`config.mk`:
```
export PLATFORM = sky130hd
export DESIGN_NAME = sest_top
export DESIGN_NICKNAME = d
export VERILOG_FILES = /design/src/verilog/sest_pkg.sv /design/src/verilog/sest_top.sv /design/src/verilog/sest_sync.sv
export VERILOG_INCLUDE_DIRS = /design/src /design/src/verilog
export SDC_FILE = /design/constraint.sdc
export NUM_CORES = 1
export LEC_CHECK = 0
export ABC_AREA = 1
export ABC_CLOCK_PERIOD_IN_PS = 2700
export BUFFER_PORTS_ARGS = -buffer_cell sky130_fd_sc_hd__clkbuf_2
export CAP_MARGIN = 20
export CORE_UTILIZATION = 54
export DETAILED_ROUTE_END_ITERATION = 8
export MAX_ROUTING_LAYER = met4
export PLACE_DENSITY = 0.83
export SETUP_SLACK_MARGIN = 0.05
export SYNTH_ARGS = -nofsm -noshare
export SYNTH_HDL_FRONTEND = slang
export SYNTH_SLANG_ARGS = --single-unit
export TNS_END_PERCENT = 100
```
`constraint.sdc`:
```
create_clock -name core_clk -period 2.7 [get_ports core_clk]
set_input_delay 0.27 -clock core_clk [delete_from_list [all_inputs] [get_ports core_clk]]
set_output_delay 0.27 -clock core_clk [all_outputs]
set_load 0.01 [all_outputs]
```
`src/verilog/sest_map.svh`:
```
`ifndef SEST_MAP_SVH
`define SEST_MAP_SVH
// ==========================================================
// register offsets (byte addresses, one word each)
`define SEST_ADR_PRESC      8'h00
`define SEST_ADR_TAUGHT     8'h04
`define SEST_ADR_STATUS     8'h08
`define SEST_ADR_CAPT       8'h0c
`define SEST_ADR_PINS       8'h10
// ==========================================================
// field positions and reset values
`define SEST_VALID_BIT      8
`define SEST_SW_MANUAL_BIT  4
`define SEST_SW_FB_BIT      5
`define SEST_STATE_LSB      0
`define SEST_CAUSE_LSB      8
`define SEST_TAUGHT_RST     9'h000
`define SEST_PRESC_W        20
// ==========================================================
// timing: clock, base tick and durations in their own units
`define SEST_CLK_HZ         100000000
`define SEST_TICK_HZ        120
`define SEST_TICK_DIV       (`SEST_CLK_HZ / `SEST_TICK_HZ)
`define SEST_SELFTEST_MS    10000
`define SEST_TEACH_MS       10000
`define SEST_DWELL_MS       500
`define SEST_SETTLE_MS      100
`define SEST_FRAME_MS       1000
`define SEST_MS_TICKS(ms)   (((ms) * `SEST_TICK_HZ + 999) / 1000)
`define SEST_HALF_TICKS(hz) (`SEST_TICK_HZ / (2 * (hz)))
`define SEST_SELF_HZ        15
`define SEST_SETUP_HZ       4
`define SEST_TEACH_HZ       1
`define SEST_BURST_HALF     8
`define SEST_BURST_CNT      3
`endif

```
`src/verilog/sest_pkg.sv`:
```
package sest_pkg;
	// ==========================================================
	// one-hot top states
	typedef enum logic [7:0] {
		ST_SELF  = 8'h01,
		ST_SETUP = 8'h02,
		ST_TEACH = 8'h04,
		ST_TDONE = 8'h08,
		ST_RUN   = 8'h10,
		ST_FTEST = 8'h20,
		ST_FAULT = 8'h40,
		ST_CFG   = 8'h80
	} sest_state_e;

	// pins after synchronisation
	typedef struct packed {
		logic       function_test_input;
		logic       start_in;
		logic       feedback_loop_terminals;
		logic       teach_jumper_terminals;
		logic [3:0] door_closed;
		logic [1:0] relay_readback;
		logic       internal_fault;
		logic [5:0] cfg_sw;
	} sest_pins_s;

	typedef struct packed {
		logic green;
		logic yellow;
		logic red;
	} sest_leds_s;

	// whole state of the top module
	typedef struct packed {
		sest_state_e state;
		logic [19:0] presc;
		logic [8:0]  taught;
		logic [8:0]  capt;
		logic [7:0]  cause;
		logic [19:0] div_cnt;
		logic        tick;
		logic [7:0]  phase;
		logic [11:0] timer;
		logic [11:0] dwell;
		logic [11:0] settle;
		logic [5:0]  snap;
		logic        jumper_prev;
		logic [3:0]  doors_prev;
		logic        armed;
		logic [1:0]  safety;
		logic        door_mon;
		logic        diag;
		sest_leds_s  leds;
		logic        ack;
		logic [31:0] dat;
	} sest_top_s;
endpackage : sest_pkg

```
`src/verilog/sest_top.sv`:
```
`timescale 1ns/100ps
`include "sest_map.svh"
module sest_top #(
	parameter int unsigned TICK_DIV = `SEST_TICK_DIV
) (
	input  wire logic                core_clk,
	input  wire logic                srst,
	input  wire logic                wb_cyc_i,
	input  wire logic                wb_stb_i,
	input  wire logic                wb_we_i,
	input  wire logic [7:0]          wb_adr_i,
	input  wire logic [3:0]          wb_sel_i,
	input  wire logic [31:0]         wb_dat_i,
	output logic      [31:0]         wb_dat_o,
	output logic                     wb_ack_o,
	input  wire sest_pkg::sest_pins_s pins_i,
	output logic      [1:0]          safety_out,
	output logic                     door_mon_out,
	output logic                     fault_diag_output,
	output sest_pkg::sest_leds_s     leds_o
);
	import sest_pkg::*;

	// ==========================================================
	// timing constants in base ticks
	localparam logic [11:0] SELF_T   = 12'(`SEST_MS_TICKS(`SEST_SELFTEST_MS));
	localparam logic [11:0] TEACH_T  = 12'(`SEST_MS_TICKS(`SEST_TEACH_MS));
	localparam logic [11:0] DWELL_T  = 12'(`SEST_MS_TICKS(`SEST_DWELL_MS));
	localparam logic [11:0] SETTLE_T = 12'(`SEST_MS_TICKS(`SEST_SETTLE_MS));
	localparam logic [7:0]  FRAME_T  = 8'(`SEST_MS_TICKS(`SEST_FRAME_MS));
	localparam logic [7:0]  H_SELF   = 8'(`SEST_HALF_TICKS(`SEST_SELF_HZ));
	localparam logic [7:0]  H_SETUP  = 8'(`SEST_HALF_TICKS(`SEST_SETUP_HZ));
	localparam logic [7:0]  H_TEACH  = 8'(`SEST_HALF_TICKS(`SEST_TEACH_HZ));
	localparam logic [7:0]  H_BURST  = 8'(`SEST_BURST_HALF);
	localparam logic [7:0]  BURST_END = 8'(2 * `SEST_BURST_CNT * `SEST_BURST_HALF);

	if (TICK_DIV < 2 || TICK_DIV >= (1 << `SEST_PRESC_W)) begin : g_chk
		$error("sest_top: TICK_DIV out of range for the prescaler");
	end

	// ==========================================================
	// helpers
	function automatic logic [11:0] sat_inc(input logic [11:0] v);
		return (v == 12'hfff) ? v : v + 12'h001;
	endfunction : sat_inc

	// square wave of half period h over the frame phase
	function automatic logic flash(input logic [7:0] ph, input logic [7:0] h);
		logic [7:0] slot;
		slot = ph / h;
		return slot[0] == 1'b0;
	endfunction : flash

	// byte-lane merge of a wishbone write
	function automatic logic [31:0] merge(input logic [31:0] old, input logic [31:0] wd,
		input logic [3:0] sel);
		logic [31:0] r;
		r = old;
		for (int i = 0; i < 4; i++) begin
			if (sel[i]) begin
				r[i*8 +: 8] = wd[i*8 +: 8];
			end
		end
		return r;
	endfunction : merge

	// ==========================================================
	// pins into the clock domain
	sest_pins_s p;

	sest_sync #(
		.W ($bits(sest_pins_s))
	) u_sync (
		.core_clk (core_clk),
		.srst     (srst),
		.async_in (pins_i),
		.sync_out (p)
	);

	sest_top_s q_q;
	sest_top_s q_d;

	// ==========================================================
	// derived views of configuration and live inputs
	logic [5:0] live_snap;
	logic [3:0] chan_t;
	logic       man_t;
	logic       fb_t;
	logic       all_closed;
	logic [3:0] door_rise;
	logic [3:0] door_fall;
	logic       jumper_rise;
	logic       cfg_live_bad;
	logic [7:0] cfg_live_cause;
	logic       hard_fault;

	always_comb begin
		live_snap   = {p.function_test_input, p.start_in, p.door_closed};
		chan_t      = q_q.taught[3:0];
		man_t       = q_q.taught[`SEST_SW_MANUAL_BIT];
		fb_t        = q_q.taught[`SEST_SW_FB_BIT];
		all_closed  = ((p.door_closed & chan_t) == chan_t);
		door_rise   = p.door_closed & ~q_q.doors_prev & chan_t;
		door_fall   = ~p.door_closed & q_q.doors_prev & chan_t;
		jumper_rise = p.teach_jumper_terminals & ~q_q.jumper_prev;
		// checks that hold while a taught configuration runs
		cfg_live_cause    = 8'h00;
		cfg_live_cause[3] = (p.cfg_sw != q_q.taught[5:0]);
		cfg_live_cause[4] = jumper_rise;
		cfg_live_cause[5] = p.feedback_loop_terminals & ~fb_t;
		cfg_live_cause[6] = p.start_in & ~man_t;
		cfg_live_bad      = (cfg_live_cause != 8'h00);
		// hard faults: internal fault, welded contact (relay still reads closed once the drive has settled off), open feedback loop, short dwell
		hard_fault = p.internal_fault
			| ((q_q.safety == 2'b00) && (q_q.settle >= SETTLE_T) && (p.relay_readback != 2'b00))
			| (fb_t && (q_q.safety == 2'b00) && (q_q.settle >= SETTLE_T)
				&& !p.feedback_loop_terminals)
			| ((door_fall != 4'h0) && (q_q.dwell < DWELL_T));
	end

	// ==========================================================
	// next-state logic
	always_comb begin
		q_d     = q_q;
		q_d.ack = 1'b0;

		// base tick from the programmable prescaler
		q_d.tick = 1'b0;
		if (q_q.div_cnt + 20'h00001 >= q_q.presc) begin
			q_d.div_cnt = 20'h00000;
			q_d.tick    = 1'b1;
		end else begin
			q_d.div_cnt = q_q.div_cnt + 20'h00001;
		end
		if (q_q.tick) begin
			q_d.phase  = (q_q.phase + 8'h01 >= FRAME_T) ? 8'h00 : q_q.phase + 8'h01;
			q_d.timer  = sat_inc(q_q.timer);
			q_d.dwell  = sat_inc(q_q.dwell);
			q_d.settle = sat_inc(q_q.settle);
		end
		if (door_rise != 4'h0) begin
			q_d.dwell = 12'h000;
		end
		q_d.jumper_prev = p.teach_jumper_terminals;
		q_d.doors_prev  = p.door_closed;

		// outputs default to the safe, dark condition
		q_d.safety   = 2'b00;
		q_d.door_mon = 1'b0;
		q_d.diag     = 1'b0;
		q_d.leds     = '0;

		case (q_q.state)
			ST_SELF: begin
				// relays off and monitors low for the ready delay
				q_d.leds.green = flash(q_q.phase, H_SELF);
				if (q_q.timer >= SELF_T) begin
					q_d.timer = 12'h000;
					if (p.teach_jumper_terminals) begin
						q_d.state = ST_TEACH;
						q_d.snap  = live_snap;
						q_d.cause[1] = (p.cfg_sw[3:0] == 4'h0);
						q_d.cause[2] = (p.door_closed != p.cfg_sw[3:0])
							| (p.cfg_sw[`SEST_SW_MANUAL_BIT] & ~p.start_in)
							| (p.cfg_sw[`SEST_SW_FB_BIT] & ~p.feedback_loop_terminals);
						if ((p.cfg_sw[3:0] == 4'h0) || (p.door_closed != p.cfg_sw[3:0])
							|| (p.cfg_sw[`SEST_SW_MANUAL_BIT] && !p.start_in)
							|| (p.cfg_sw[`SEST_SW_FB_BIT] && !p.feedback_loop_terminals)) begin
							q_d.state = ST_CFG;
						end
					end else if (!q_q.taught[`SEST_VALID_BIT]) begin
						q_d.state = ST_SETUP;
					end else begin
						q_d.state = ST_RUN;
					end
				end
			end
			ST_SETUP: begin
				q_d.leds.green = flash(q_q.phase, H_SETUP);
				if (jumper_rise) begin
					q_d.cause[4] = 1'b1;
					q_d.state    = ST_CFG;
				end
			end
			ST_TEACH: begin
				q_d.leds.green = flash(q_q.phase, H_TEACH);
				if (live_snap != q_q.snap) begin
					q_d.cause[0] = 1'b1;
					q_d.state    = ST_CFG;
				end else if (q_q.timer >= TEACH_T) begin
					// done flag sits at bit 8, two spare bits above the switch field
					q_d.capt  = {1'b1, 2'b00, p.cfg_sw};
					q_d.state = ST_TDONE;
				end
			end
			ST_TDONE: begin
				// everything dark until the supply is cycled
				q_d.leds = '0;
			end
			ST_RUN: begin
				q_d.leds.green = 1'b1;
				q_d.door_mon   = all_closed;
				// manual start: arm only on a press with every door closed
				if (!all_closed) begin
					q_d.armed = 1'b0;
				end else if (p.start_in) begin
					q_d.armed = 1'b1;
				end
				// with a feedback loop, switch on only while the loop is closed
				if (all_closed && (!man_t || q_q.armed)
					&& (q_q.safety != 2'b00 || !fb_t || p.feedback_loop_terminals)) begin
					q_d.safety = 2'b11;
				end
				if (hard_fault) begin
					q_d.state  = ST_FAULT;
					q_d.safety = 2'b00;
					q_d.cause[7] = 1'b1;
				end else if (cfg_live_bad) begin
					q_d.state  = ST_CFG;
					q_d.safety = 2'b00;
					q_d.cause  = q_q.cause | cfg_live_cause;
				end else if (p.function_test_input) begin
					q_d.state  = ST_FTEST;
					q_d.safety = 2'b00;
					q_d.armed  = 1'b0;
				end
				if (q_d.safety != q_q.safety) begin
					q_d.settle = 12'h000;
				end
				// yellow follows the final drive, so a fault in this cycle never shows it
				q_d.leds.yellow = (q_d.safety == 2'b11);
			end
			ST_FTEST: begin
				// simulated opening: outputs off, diagnostics raised
				q_d.safety      = 2'b00;
				q_d.diag        = 1'b1;
				q_d.leds.green  = 1'b1;
				q_d.leds.red    = 1'b1;
				q_d.armed       = 1'b0;
				if (p.internal_fault) begin
					q_d.state    = ST_FAULT;
					q_d.cause[7] = 1'b1;
				end else if (!p.function_test_input) begin
					q_d.state     = ST_RUN;
					q_d.diag      = 1'b0;
					q_d.leds.red  = 1'b0;
				end
			end
			ST_FAULT: begin
				// latched until power is cycled
				q_d.diag     = 1'b1;
				q_d.leds.red = 1'b1;
			end
			ST_CFG: begin
				// three short flashes at the start of each one-second frame
				q_d.diag       = 1'b1;
				q_d.leds.red   = 1'b1;
				q_d.leds.green = (q_q.phase < BURST_END) && flash(q_q.phase, H_BURST);
			end
			default: begin
				q_d.state = ST_FAULT;
			end
		endcase

		// wishbone classic slave: one-cycle ack, unmapped reads zero
		if (wb_cyc_i && wb_stb_i && !q_q.ack) begin
			q_d.ack = 1'b1;
			q_d.dat = 32'h00000000;
			if (wb_we_i) begin
				case (wb_adr_i)
					`SEST_ADR_PRESC: begin
						q_d.presc = 20'(merge({12'h000, q_q.presc}, wb_dat_i, wb_sel_i));
					end
					`SEST_ADR_TAUGHT: begin
						q_d.taught = 9'(merge({23'h000000, q_q.taught}, wb_dat_i, wb_sel_i));
					end
					default: begin
						q_d.dat = 32'h00000000;
					end
				endcase
			end else begin
				case (wb_adr_i)
					`SEST_ADR_PRESC:  q_d.dat = {12'h000, q_q.presc};
					`SEST_ADR_TAUGHT: q_d.dat = {23'h000000, q_q.taught};
					`SEST_ADR_STATUS: q_d.dat = {16'h0000, q_q.cause, q_q.state};
					`SEST_ADR_CAPT:   q_d.dat = {23'h000000, q_q.capt};
					`SEST_ADR_PINS:   q_d.dat = {15'h0000, p};
					default:          q_d.dat = 32'h00000000;
				endcase
			end
		end
	end

	// ==========================================================
	// state register; reset is power-on and starts the self-test
	always_ff @(posedge core_clk) begin
		if (srst) begin
			q_q        <= '0;
			q_q.state  <= ST_SELF;
			q_q.presc  <= TICK_DIV[19:0];
			q_q.taught <= `SEST_TAUGHT_RST;
		end else begin
			q_q <= q_d;
		end
	end

	// outputs straight from the state flops
	assign wb_dat_o          = q_q.dat;
	assign wb_ack_o          = q_q.ack;
	assign safety_out        = q_q.safety;
	assign door_mon_out      = q_q.door_mon;
	assign fault_diag_output = q_q.diag;
	assign leds_o            = q_q.leds;
endmodule : sest_top

```
`src/verilog/sest_sync.sv`:
```
`timescale 1ns/100ps
// ==========================================================
// three-stage pin synchroniser; a bit changes once stages two and three agree
module sest_sync #(
	parameter int unsigned W = 17
) (
	input  wire logic         core_clk,
	input  wire logic         srst,
	input  wire logic [W-1:0] async_in,
	output logic      [W-1:0] sync_out
);
	typedef struct packed {
		logic [W-1:0] s1;
		logic [W-1:0] s2;
		logic [W-1:0] s3;
		logic [W-1:0] q;
	} sest_sync_s;

	sest_sync_s q_q;
	sest_sync_s q_d;

	if (W < 1) begin : g_chk
		$error("sest_sync: W must be at least 1");
	end

	// s1 feeds only s2; the agreement test looks at s2 and s3
	always_comb begin
		q_d    = q_q;
		q_d.s1 = async_in;
		q_d.s2 = q_q.s1;
		q_d.s3 = q_q.s2;
		q_d.q  = (~(q_q.s2 ^ q_q.s3) & q_q.s3) | ((q_q.s2 ^ q_q.s3) & q_q.q);
	end

	always_ff @(posedge core_clk) begin
		if (srst) begin
			q_q <= '0;
		end else begin
			q_q <= q_d;
		end
	end

	assign sync_out = q_q.q;
endmodule : sest_sync

```
==> flow_summary_export.csv <==
group,metric,value,unit
run_status,status,"finished, violations left",
run_status,failed_checks,"setup timing",
critical_path,reg2reg_to,"q_q[102]",
synthesis,netlist_instances,1421,
layout,syn_to_final_growth,19.31,%
timing,final_hold_viol_count,0,
floorplan,die-area,0.02029,mm2
global_routing,top_usage_layer,"met2",
drt,first_iter_violations,753,
power,worst_ir_drop_vdd,0.0005591,V
synthesis,yosysTopAreaCellShare,41.91,%
drt,wl_per_cell,14.85,um
timing,fmax,0.2923,GHz
synthesis,avgSynthCellArea,7.497,um2
clocking,clock_sinks,223,
clocking,cts_buffer_depth,3,
layout,stdcell_area,0.01271,mm2
timing,finalSetupViolCount,21,
critical_path,arrival,3.88,ns
timing,rsz0062_at_grt,"true",
critical_path,crit_end,"q_q[102]",
clocking,cts_max_level,1,
clocking,clkLatencyLatePin,0.53,ns
global_routing,grtUsageMet3,3.634,%
critical_path,worst-r2r-cell-count,22,
critical_path,cp_max_fo,5,
synthesis,synthTopCellsByArea,"dfxtp_1 42%, nor2_1 7.5%, nand2_1 7.5%",
floorplan,start_util,54.91,%
floorplan,die_x,142.5,um
global_routing,grt_pass1_vias,8732,
floorplan,die_height,142.5,um
floorplan,pin_count,106,
layout,ff_latch_area,0.004471,mm2
timing,drv_slew,0,
place,placed_cell_area,0.01124,mm2
place,place_ws,-0.3509,ns
global_routing,grt_overflow_total,0,
drt,first_pass_iters,5,
critical_path,required,3.16,ns
floorplan,fp-row-count,51,
flow_run,maxCapViolCount,0,
layout,multi_input_area,0.005206,mm2
clocking,clockRootBuffer,"clkbuf_16",
synthesis,synth_area,0.01065,mm2
global_routing,grt_max_degree,39,
critical_path,r2r_slack,-0.72,ns
power,p_per_area,563.3,mW/mm2
synthesis,yosysUniqueCellTypes,59,
synthesis,ys.flop_type,"dfxtp_1",
drt,vias_per_cell,5.356,
drt,vias,9764,
synthesis,synth-edff-count,0,
timing,slew_headroom,32.98,%
synthesis,yosysMostFrequentCell,"dfxtp_1",
critical_path,cp-start-kind,"flip-flop",
timing,worst_pin_slew,0.9986,ns
synthesis,async_reset_ff_share,0,%
global_routing,grt_first_pass_wirelength,40.60,mm
clocking,clkSlewWorstSetupHoldPaths,0.06,ns
layout,final_nets,1639,
layout,drive_gt1_share,18.42,%
layout,n_fill_cell,1588,
global_routing,antenna_found_initial,0,
synthesis,yosys_warnings,0,
layout,diodes,0,
global_routing,grt_use_met2,41.87,%
power,total_power,0.007159,W
global_routing,grt_use_total,25.43,%
timing,period_needed,3.422,ns
synthesis,synth.yosys.seq_area_share,41.91,%
critical_path,endpoint_kind,"flip-flop",
drt,drt-total-wl,27.08,mm
synthesis,synth_common_cells,"223 x dfxtp_1, 213 x nor2_1, 212 x nand2_1, 211 x inv_1, 107 x a21oi_1",
timing,setup_ws,-0.7216,ns
synthesis,netlist.top_cell.by_area,"dfxtp_1",
critical_path,r2r_start,"q_q[98]",
drt,drtAntennaViolNets,0,
critical_path,critPathLaunch,"q_q[98]",
floorplan,core,0.01940,mm2
timing,finClkSkew,0.01258,ns
clocking,cts_made_buffers,24,
hold_path,min_path_type,"primary input to flip-flop",
clocking,cts_tree,"built",
power,leakage,5.514,nW
drt,drc,0,
synthesis,synth-seq-cells,223,
place,place.gp.congestion,0.9895,
place,port_buffers,80,
global_routing,met1_usage,31.20,%
critical_path,path_class,"flip-flop to flip-flop",
timing,finalCritPeriodShare,126.7,%
place,hpwl,17.69,mm
-- metrics by stage --
stage,hold slack [ns],std cells,utilization (%),TNS [ns]
5_1_grt,0.01329,1823,65.52,-17.41
6_report,0.005107,1823,65.52,-13.97
3_5_place_dp,0.3950,1739,57.92,-5.468
3_3_place_gp,0.3888,1739,57.92,-2.573
2_1_floorplan,0.3770,1432,-,-0.1447
4_1_cts,0.0008157,1814,64.12,-5.885
-- power breakdown --
| group | leakage [nW] | switching [W] | internal (W) |
|---|---|---|---|
| Clock | 0.363 | 0.00131 | 0.00183 |
| Combinational | 3.34 | 0.000379 | 0.000224 |
| Sequential | 1.81 | 0.0000502 | 0.00336 |
| Total | 5.51 | 0.00174 | 0.00542 |
-- cells in the final DEF (no fill, tap or decap), types with 17 or more instances in the layout --
master / count
ha_1: 26
dlygate4sd3_1: 22
o21ai_0: 65
nor3_1: 28
a21oi_1: 106
nand2_1: 206
nand3_1: 40
inv_1: 210
nor2_4: 18
clkbuf_2: 79
xor2_1: 21
dfxtp_1: 220
clkbuf_16: 26
nor2_1: 197
buf_4: 50
nand4_1: 17
-- worst max-delay path, cell delays in order (launching register included) --
cell	delay, ns
dfxtp_2	0.36
ha_4	0.15
nand2_4	0.05
nor2_4	0.11
inv_2	0.06
nor2_4	0.12
nand2_2	0.08
nor2_4	0.12
nand3_2	0.11
nor2_4	0.14
nand3_2	0.10
nor2_2	0.16
nand2_1	0.11
xor2_2	0.20
inv_1	0.11
ha_1	0.23
a21oi_2	0.24
nor2_4	0.08
a211oi_4	0.27
nand3_4	0.14
buf_12	0.17
clkbuf_16	0.16
nor2_1	0.09
-- area by class of cell --
class	instances	area share [%]
Clock buffer	32	5.286
Clock inverter	8	0.5808
Inverter	224	6.645
Multi-Input combinational cell	915	40.96
Sequential cell	223	35.17
Tap cell	265	2.609
Timing Repair Buffer	156	8.742
-- kinds of logic after synthesis --
family / after synthesis / share of synthesized area [%]
AND/OR/NAND/NOR: 585 / 25.60
adder cells (fa/ha/maj): 29 / 3.406
buffers and inverters: 294 / 12.22
flip-flops: 223 / 41.91
AO/OA/AOI/OAI: 260 / 14.38
other: 1 / 0.03520
XOR/XNOR: 29 / 2.455
-- metal layers --
metal  wire, um  vias up
met5          0        -
met4       1253        0
met3       2105      115
met2      12870      435
met1      10850     4422
li1           -     4792
-- what timing repair did --
item / CTS / global route
endpoints found under the hold margin: 22 / 0
gates cloned: 2 / 1
pin swaps: 3 / 24
resized for setup: 21 / 42
buffers inserted: 12 / 11
hold buffers: 22 / 0
endpoints found under the setup margin: 21 / 21
-- sequential cells by signal, indices dropped and copies added (netlist names), named ones only --
register	cells
q_q	123
u_sync.q_d	34
wb_dat_o	20
u_sync.q_q	17
chan_t	4
leds_o	3
door_mon_out	1
fb_t	1
man_t	1
safety_out	1
wb_ack_o	1
-- worst min-delay path by stage --
stage	startpoint	to	slack, ns	depth (start not counted)
CTS	wb_dat_i[15]	q_q[158]	0.0008	3
global route	wb_dat_i[9]	q_q[152]	0.01	3
detailed placement	u_sync.q_d[36]	u_sync.q_d[19]	0.39	2
floorplan	pins_i[0]	u_sync.q_d[34]	0.38	2
finish	wb_dat_i[4]	q_q[147]	0.005	3
global placement	u_sync.q_d[36]	u_sync.q_d[19]	0.39	2
Power figures use the tool's default switching activity.
